### src/rtl/plc_cfg.svh
`ifndef PLC_CFG_SVH
`define PLC_CFG_SVH

// Register byte offsets on the Avalon-MM slave.
`define PLC_ADDR_CTRL      4'h0
`define PLC_ADDR_STATUS    4'h4
`define PLC_ADDR_CNT       4'h8
// Control register fields.
`define PLC_CTRL_LOOP_BIT  0
`define PLC_CTRL_MGMT_BIT  1
`define PLC_CTRL_RST       32'h0000_0002
// Status register fields.
`define PLC_ST_ACTIVE_BIT  0
`define PLC_ST_TBI_BIT     1
`define PLC_ST_RCLK_BIT    2
`define PLC_ST_EMPTY_BIT   3
`define PLC_ST_FULL_BIT    4
// Unmapped reads return this value.
`define PLC_BAD_READ       32'hDEAD_0000
// Idle code groups: K28.5 then D16.2, both running-disparity choices left to the encoder.
`define PLC_K28_5          8'hBC
`define PLC_D16_2          8'h50
`define PLC_FIFO_DEPTH     16
`define PLC_FIFO_WIDTH     9
`define PLC_LOOP_SEL_OFF   2'h0

`endif

### src/rtl/plc_pkg.sv
package plc_pkg;
  // A code group before the serialiser: control flag plus octet.
  typedef struct packed {
    logic       is_k;
    logic [7:0] octet;
  } plc_cg_t;

  typedef enum logic {
    PLC_IDLE_K,
    PLC_IDLE_D
  } plc_idle_t;
endpackage

### src/rtl/plc_fifo.sv
`timescale 1ns/100ps
module plc_fifo #(
  parameter int WIDTH = 9,
  parameter int DEPTH = 16
) (
  // Clock and reset
  input  wire logic             mclk,
  input  wire logic             rst,
  // Fill side
  input  wire logic             in_valid,
  output logic                  in_ready,
  input  wire logic [WIDTH-1:0] in_data,
  // Drain side
  output logic                  out_valid,
  input  wire logic             out_ready,
  output logic [WIDTH-1:0]      out_data,
  // Level flags
  output logic                  full,
  output logic                  empty
);
  localparam int AW = $clog2(DEPTH);

  typedef struct packed {
    logic [AW-1:0] wp;
    logic [AW-1:0] rp;
    logic [AW:0]   cnt;
  } plc_fifo_st_t;

  plc_fifo_st_t   st_r;
  plc_fifo_st_t   st_nxt;
  logic [WIDTH-1:0] mem [DEPTH];
  logic             push;
  logic             pop;

  assign full      = (st_r.cnt == (AW+1)'(DEPTH));
  assign empty     = (st_r.cnt == '0);
  assign in_ready  = !full;
  assign out_valid = !empty;
  assign out_data  = mem[st_r.rp];
  assign push      = in_valid && in_ready;
  assign pop       = out_valid && out_ready;

  always_comb begin
    st_nxt = st_r;
    if (push) begin
      st_nxt.wp = st_r.wp + 1'b1;
    end
    if (pop) begin
      st_nxt.rp = st_r.rp + 1'b1;
    end
    st_nxt.cnt = st_r.cnt + (AW+1)'(push) - (AW+1)'(pop);
  end

  always_ff @(posedge mclk) begin
    if (rst) begin
      st_r <= '0;
    end else begin
      st_r <= st_nxt;
    end
  end

  always_ff @(posedge mclk) begin
    if (push) begin
      mem[st_r.wp] <= in_data;
    end
  end
endmodule

### src/rtl/plc_loopback.sv
`timescale 1ns/100ps
`include "plc_cfg.svh"
// How it works
// - Loopback is switched by management register or static configuration input.
// - Ten-bit interface build has no internal transmit-to-receive path.
// - Ten-bit build: loopback drives the serialiser wrap request high.
// - Transceiver build: transmit code groups feed receive path just before transceiver.
// - Transceiver build: line gets continuous Idle code groups during loopback.
// - Transceiver loop select output is always driven zero on both bits.
// - Loopback is unavailable when receive clock comes from recovered clock.
module plc_loopback #(
  parameter bit TBI_BUILD = 1'b0
) (
  // Clock and reset
  input  wire logic                mclk,
  input  wire logic                rst,
  // Avalon-MM register slave
  input  wire logic [3:0]          avs_address,
  input  wire logic                avs_read,
  input  wire logic                avs_write,
  input  wire logic [31:0]         avs_writedata,
  input  wire logic [3:0]          avs_byteenable,
  output logic [31:0]              avs_readdata,
  output logic                     avs_waitrequest,
  // Static configuration
  input  wire logic                cfg_loopback,
  input  wire logic                receive_clock_source_select,
  // Transmit code groups from the encoder
  input  wire logic                tx_valid,
  output logic                     tx_ready,
  input  wire plc_pkg::plc_cg_t    tx_cg,
  // Code groups to the transceiver
  output plc_pkg::plc_cg_t         line_tx_cg,
  output logic [1:0]               xcvr_loop_sel,
  // Code groups from the transceiver
  input  wire plc_pkg::plc_cg_t    line_rx_cg,
  // Code groups to the receive path
  output logic                     rx_valid,
  input  wire logic                rx_ready,
  output plc_pkg::plc_cg_t         rx_cg,
  // Serialiser wrap request
  output logic                     wrap_req
);

  typedef struct packed {
    logic               loop_en;
    logic               use_mgmt;
    logic               ack;
    logic [31:0]        rdata;
    plc_pkg::plc_idle_t idle;
    plc_pkg::plc_cg_t   line;
    logic               wrap;
    logic [15:0]        loop_cnt;
  } plc_st_t;

  plc_st_t          st_r;
  plc_st_t          st_nxt;
  logic             loop_req;
  logic             loop_act;
  logic             f_full;
  logic             f_empty;
  logic             f_out_valid;
  plc_pkg::plc_cg_t f_out;
  logic             f_in_valid;
  logic             f_out_ready;
  logic             sel_ctrl;
  logic             sel_stat;
  logic             sel_cnt;

  // Reset value of the control word; only its mode bit is loaded from it, loop_en resets to zero.
  localparam logic [31:0] CTRL_RST = `PLC_CTRL_RST;

  assign loop_req = st_r.use_mgmt ? st_r.loop_en : cfg_loopback;
  assign loop_act = loop_req && !receive_clock_source_select;

  assign f_in_valid  = tx_valid && loop_act && !TBI_BUILD;
  assign f_out_ready = rx_ready;

  // Outside loopback the encoder is never stalled; the line takes every group.
  assign tx_ready = (loop_act && !TBI_BUILD) ? !f_full : 1'b1;

  plc_fifo #(
    .WIDTH (`PLC_FIFO_WIDTH),
    .DEPTH (`PLC_FIFO_DEPTH)
  ) u_fifo (
    .mclk      (mclk),
    .rst       (rst),
    .in_valid  (f_in_valid),
    .in_ready  (),
    .in_data   (tx_cg),
    .out_valid (f_out_valid),
    .out_ready (f_out_ready),
    .out_data  (f_out),
    .full      (f_full),
    .empty     (f_empty)
  );

  assign rx_valid = (loop_act && !TBI_BUILD) ? f_out_valid : 1'b1;
  assign rx_cg    = (loop_act && !TBI_BUILD) ? f_out : line_rx_cg;

  assign xcvr_loop_sel = `PLC_LOOP_SEL_OFF;
  assign line_tx_cg    = st_r.line;
  assign wrap_req      = st_r.wrap;

  assign sel_ctrl = (avs_address == `PLC_ADDR_CTRL);
  assign sel_stat = (avs_address == `PLC_ADDR_STATUS);
  assign sel_cnt  = (avs_address == `PLC_ADDR_CNT);

  // Every access takes exactly one wait cycle, so read data can come from a flop.
  assign avs_waitrequest = (avs_read || avs_write) && !st_r.ack;
  assign avs_readdata    = st_r.rdata;

  always_comb begin
    st_nxt     = st_r;
    st_nxt.ack = (avs_read || avs_write) && !st_r.ack;
    // A write lands at the edge where waitrequest is seen low, as the master expects.
    if (avs_write && st_r.ack && sel_ctrl && avs_byteenable[0]) begin
      st_nxt.loop_en  = avs_writedata[`PLC_CTRL_LOOP_BIT];
      st_nxt.use_mgmt = avs_writedata[`PLC_CTRL_MGMT_BIT];
    end
    if (avs_read && !st_r.ack) begin
      st_nxt.rdata = 32'h0000_0000;
      if (sel_ctrl) begin
        st_nxt.rdata[`PLC_CTRL_LOOP_BIT] = st_r.loop_en;
        st_nxt.rdata[`PLC_CTRL_MGMT_BIT] = st_r.use_mgmt;
      end else if (sel_stat) begin
        st_nxt.rdata[`PLC_ST_ACTIVE_BIT] = loop_act;
        st_nxt.rdata[`PLC_ST_TBI_BIT]    = TBI_BUILD;
        st_nxt.rdata[`PLC_ST_RCLK_BIT]   = receive_clock_source_select;
        st_nxt.rdata[`PLC_ST_EMPTY_BIT]  = f_empty;
        st_nxt.rdata[`PLC_ST_FULL_BIT]   = f_full;
      end else if (sel_cnt) begin
        st_nxt.rdata[15:0] = st_r.loop_cnt;
      end else begin
        st_nxt.rdata = `PLC_BAD_READ;
      end
    end
    if (f_in_valid && !f_full) begin
      st_nxt.loop_cnt = st_r.loop_cnt + 16'h0001;
    end
    st_nxt.wrap = TBI_BUILD && loop_act;
    if (loop_act && !TBI_BUILD) begin
      st_nxt.line.is_k  = (st_r.idle == plc_pkg::PLC_IDLE_K);
      st_nxt.line.octet = (st_r.idle == plc_pkg::PLC_IDLE_K) ? `PLC_K28_5 : `PLC_D16_2;
      st_nxt.idle       = (st_r.idle == plc_pkg::PLC_IDLE_K) ? plc_pkg::PLC_IDLE_D
                                                               : plc_pkg::PLC_IDLE_K;
    end else begin
      st_nxt.line = tx_valid ? tx_cg : '0;
      st_nxt.idle = plc_pkg::PLC_IDLE_K;
    end
  end

  always_ff @(posedge mclk) begin
    if (rst) begin
      st_r          <= '0;
      st_r.use_mgmt <= CTRL_RST[`PLC_CTRL_MGMT_BIT];
    end else begin
      st_r <= st_nxt;
    end
  end
endmodule

### config.mk
export PLATFORM = sky130hd
export DESIGN_NAME = plc_loopback
export DESIGN_NICKNAME = d
export VERILOG_FILES = /design/src/rtl/plc_pkg.sv /design/src/rtl/plc_fifo.sv /design/src/rtl/plc_loopback.sv
export VERILOG_INCLUDE_DIRS = /design/src /design/src/rtl
export SDC_FILE = /design/constraint.sdc
export NUM_CORES = 1
export LEC_CHECK = 0
export BUFFER_PORTS_ARGS = -buffer_cell sky130_fd_sc_hd__buf_2
export CORE_ASPECT_RATIO = 0.6
export CORE_UTILIZATION = 62
export CTS_CLUSTER_SIZE = 30
export DETAILED_ROUTE_END_ITERATION = 10
export PLACE_DENSITY = 0.84
export SYNTH_ARGS = -nofsm -noshare
export SYNTH_HDL_FRONTEND = slang
export SYNTH_SLANG_ARGS = --single-unit
### constraint.sdc
create_clock -name mclk -period 4.3 [get_ports mclk]
set_input_delay 0.86 -clock mclk [delete_from_list [all_inputs] [get_ports mclk]]
set_output_delay 0.86 -clock mclk [all_outputs]
set_load 0.005 [all_outputs]
* Yosys cells after proc, flatten, opt, wreduce, memory -nomap -nowiden *
Memories as Yosys holds them, arrays and structs flattened. A register that Yosys moved wholly into a read port is not among the register bits.
Cells that the tools add are included.

storage, ports and cells
  bits in registers = 75
  latch bits = 0
  RAM bits = 144
  ROM bits = 0
  output and inout bits = 56
  logic and storage cells = 58
  memories = 1

operators by class
  add/sub/neg operators = 5
  multipliers = 0
  div/mod/pow operators = 0
  order comparisons = 0
  equal/unequal tests = 3
  shift-type cells = 0
  mux-type cells = 18
  bitwise gates (word level) = 2
  reductions and logical operators = 17

memories
  memory      words  width  rd ports  clocked after memory_dff  write ports  RTL line        source
  u_fifo.mem  16     9      1         1                         1            plc_fifo.sv:31  logic [WIDTH-1:0] mem [DEPTH];

operator list
  cell                   count
  $mux 16                2
  $mux 30                1
  $mux 27                1
  $mux 9                 3
  $add 16x1->16 const B  1
  $logic_and 1x1->1      9
  $add 4x1->4 const B    2
  $mux 4                 2
  $mux 8                 1
  $mux 1                 6
  $add 5x1->5            1
  $eq 5x5->1 const B     1
  $logic_not 5->1        1
  $mux 5                 1
  $sub 5x1->5            1
  $eq 4x3->1 const B     1
  $eq 4x4->1 const B     1
  $logic_not 1->1        4
  $logic_not 4->1        1
  $mux 2                 1
  $not 1->1              2
  $reduce_or 2->1        1
  $logic_or 1x1->1       1

* Depth between registers and ports, before layout *
  word-level depth = 6
  mapped depth = 14
  mapped depth without buffers = 14

* Modules after synthesis *
A second synthesis with hierarchy kept.

second synthesis, totals
  cell total of the unflattened synthesis = 630
  area, all modules = 8839.7 um2

by module, submodules not included
  module        times used  cells each  area an instance (um2)  seq. area each (um2)
  plc_fifo      1           333         6426.2                  4664.5
  plc_loopback  1           297         2413.6                  920.9

* Worst setup path before layout *
No wires, ideal clock.

  path type = input to register
  start = input port tx_valid
  end = memory u_fifo.mem[0][0], enable pin
  setup time = 387 ps
  arrival = 2552 ps
  path slack = 1362 ps
  cell stages on the path = 5
  buffers on the path = 2
  path through = clkbuf_1 nor4b_4 buf_4 nand2_1 nor3_1

between the ends
  cells in the longest elaborated chain, start to end = 4

RTL lines
  what                          RTL line            source
  start: declaration            plc_loopback.sv:29  input wire logic tx_valid,
  $logic_and 1x1->1             plc_loopback.sv:76  assign f_in_valid = tx_valid && loop_act && !TBI_BUILD;
  $logic_and 1x1->1             plc_fifo.sv:40      assign push = in_valid && in_ready;
  net u_fifo.push               plc_fifo.sv:32      logic push;
  $mux 1                        plc_fifo.sv:63      if (push) begin
  $mux 1 (not written as such)  plc_fifo.sv:64      mem[st_r.wp] <= in_data;
  end: declaration              plc_fifo.sv:31

The timed path passes the listed nets, and every way through them passes these cells.

==> impl_results.md <==
- Status: completed
- Synth cell count leaders: edfxtp_1 (144), nor2_1 (70), dfxtp_1 (63)
- Per-cell routed wire length: 20.22 um
- Global route total overflow: 0
- Mux contribution to synthesized area: 12.43%
- Nets: 735
- Pwr per Cell Area: 455.0 mW/mm2
- Synth Instances: 612
- Synth top area share: 49.48%
- WL final: 17390 um
- Vias in the first global route: 4853
- # Max-Cap Violations: 0
- F_max: 301.7 MHz
- R2R Setup Slk: 1.22 ns
- Synth unique cells: 51
- Clock Latency Late Sink: 0.48 ns
- Async SR Flop Fraction: 0%
- Main synth FF type: edfxtp_1
- Most frequent cell after synthesis: edfxtp_1
- I/O Pins: 122
- Buffers on Ports: 80
- Routed vias/inst: 6.028
- Max clock buf depth: 3
- Die Width: 155.3 um
- Largest net degree at the start of global routing: 43
- Syn_area_per_cell: 14.28 um2
- CTS sink count: 207
- # hold bufs at CTS: 0
- Fin crit share: 77.09%
- Area of the die: 0.01459 mm2
- CP Class: primary input to output port
- Initial Util: 63.75%
- Filler cell count: 915
- Share of cells above drive strength 1: 25.00%
- Worst Skew: 0.01660 ns
- CP Capture Point: rx_cg[3]
- Sequential area share after synthesis: 63.92%
- Post-route minimum period: 3.315 ns
- Post-CTS Setup Inserts: 0
- Setup TNS: 0 ns
- CP endpoint kind: output port
- Tightest Hold Check Type: flop to flop
- Placed inst area: 0.009020 mm2
- Placer Congestion: 0.8110
- Via count: 5184
- Adder-cell share of the synthesized area: 1.947%
- Worst slew pin tran: 1.067 ns
- Clk pin slew, worst setup/hold paths: 0.06 ns
- Mapped cell area: 0.008738 mm2
- Post-layout util: 69.82%
- CTS tree: built
- Routed Antenna Nets: 0
- Worst Reg-to-Reg Cells: 14
- Post-synthesis simple-gate area fraction: 9.722%
- Initial drt markers: 433
- Worst reg2reg startpoint: u_fifo.st_r[2]$_SDFF_PP0_
- Final hold viol count: 0
- N_diodes: 0
- Post-synth EDFFs: 144
- Largest family of logic cells by synthesized area: multiplexers
- Synth warn: 0
- Detail Placement HPWL: 11350 um
- Crit Path Max Fanout: 17
- Critical Path AT: 2.45 ns
- DR pass1 iterations: 5
- XOR/XNOR share of the synthesized area: 0.7016%
- Initial antenna violation count: 0
- DR DRC count: 0
- First-pass GRT wire length: 26440 um
- H-tree depth: 1
- Rel. slew slack: 28.63%
- CP required: 3.44 ns
- Design area: 0.009572 mm2
- Die H: 93.96 um
- Num rows: 33
- Total CTS buffers: 19
- Final Max Slew Viols: 0
- Top cells by area, synth: edfxtp_1 (49%), dfxtp_1 (14%), mux4_2 (9.3%)
- Root buf cell: clkbuf_16
- CP startpoint kind: primary input
- Post-synthesis compound-gate area fraction: 5.212%
- Maximum vdd drop: 0.3836 mV
- RSZ-0062 raised after global routing: false
- Static Leak: 3.365 nW
- Core ar.: 0.01371 mm2
- Post-CTS sizing: 0
- Crit Reg-Reg Endpoint: u_fifo.st_r[4]$_SDFF_PP0_
- Tot GR Track Use: 24.56%
- #FFs+latches synth: 207
- Final setup fails: 0
- CP startpoint: cfg_loopback
- Area grow syn2layout: 9.536%
- Yosys top cell by area: edfxtp_1
==> kinds of logic after synthesis <==
kind of cell               count (synthesis)
AOI/OAI and AO/OA                         66
xor gates and xnor gates                   7
adders and majority gates                 13
buffers and inverters                     88
DFF                                      207
muxes                                     62
other                                      1
and+or+nand+nor                          168
==> metal layers <==
metal,GRT usage (%),wire [um],vias up,part of all wire (%)
li1,-,-,2335,-
met1,36.64,7746,2569,45
met2,37.31,7941,242,46
met3,4.290,1303,38,7.5
met4,7.435,394,0,2.3
met5,0,0,-,0
==> state kept, by name, summed over array words and instances (netlist names), named ones only <==
signal,flops
line_tx_cg,9
avs_readdata,17
u_fifo.mem,144
st_r,20
u_fifo.st_r,13
==> through the flow <==
| stage | instances | power, mW | setup WS [ns] | hold WS, ns |
|---|---|---|---|---|
| after global placement | 827 | 2.832 | 1.076 | 0.4459 |
| after floorplan | 619 | 2.710 | 1.362 | 0.4280 |
| after detailed placement | 827 | 2.875 | 1.010 | 0.4655 |
| after global routing | 860 | 4.513 | 0.8079 | 0.5019 |
| after CTS | 860 | 4.365 | 1.004 | 0.4743 |
| final | 860 | 4.355 | 0.9852 | 0.4729 |
==> area by class of cell <==
| class | instances | area [um2] | share of cell area, % |
|---|---|---|---|
| inverters | 14 | 52.55 | 0.5490 |
| clock buffers | 25 | 508.0 | 5.307 |
| well taps | 192 | 240.2 | 2.510 |
| multi-input cells | 324 | 2653 | 27.71 |
| repair buffers | 90 | 488.0 | 5.098 |
| clock inverters | 8 | 43.79 | 0.4575 |
| flip-flops and latches | 207 | 5587 | 58.37 |
==> report_power, final <==
group	switching [mW]	leakage, nW	internal, mW
sequential	0.0357	1.81	2.17
clock	0.685	0.267	0.835
combinational	0.337	1.29	0.292
total	1.06	3.36	3.30
==> critical path: stages <==
cell and delay (ns):
buf_2 0.08, mux2i_1 0.15, nor2_1 0.85, nor2_1 0.07
a221oi_1 0.27, buf_2 0.17
==> cell usage in the layout (no fill, tap or decap), drive strengths merged, types with 8 or more instances in the layout <==
master	count
mux4	36
inv	15
a21oi	18
nor2	70
buf	90
a22oi	15
clkbuf	25
nand2	17
o22ai	9
nor2b	18
edfxtp	144
conb	8
mux2i	14
dfxtp	63
ha	12
nand3	15
mux2	12
nor3	8
==> how the worst min path moves through the flow <==
stage                              startpoint                       end  slack [ns]  cells past startpoint
after floorplan           st_r[26]$_SDFF_PP0_  line_tx_cg[6]$_SDFF_PP0_        0.43                      2
after global placement    st_r[26]$_SDFF_PP0_  line_tx_cg[6]$_SDFF_PP0_        0.45                      2
after detailed placement  st_r[26]$_SDFF_PP0_  line_tx_cg[6]$_SDFF_PP0_        0.47                      2
after CTS                 st_r[26]$_SDFF_PP0_  line_tx_cg[6]$_SDFF_PP0_        0.47                      2
after global routing      st_r[26]$_SDFF_PP0_  line_tx_cg[6]$_SDFF_PP0_        0.50                      2
final                     st_r[26]$_SDFF_PP0_  line_tx_cg[6]$_SDFF_PP0_        0.47                      2
(Power assumes the default switching activity.)
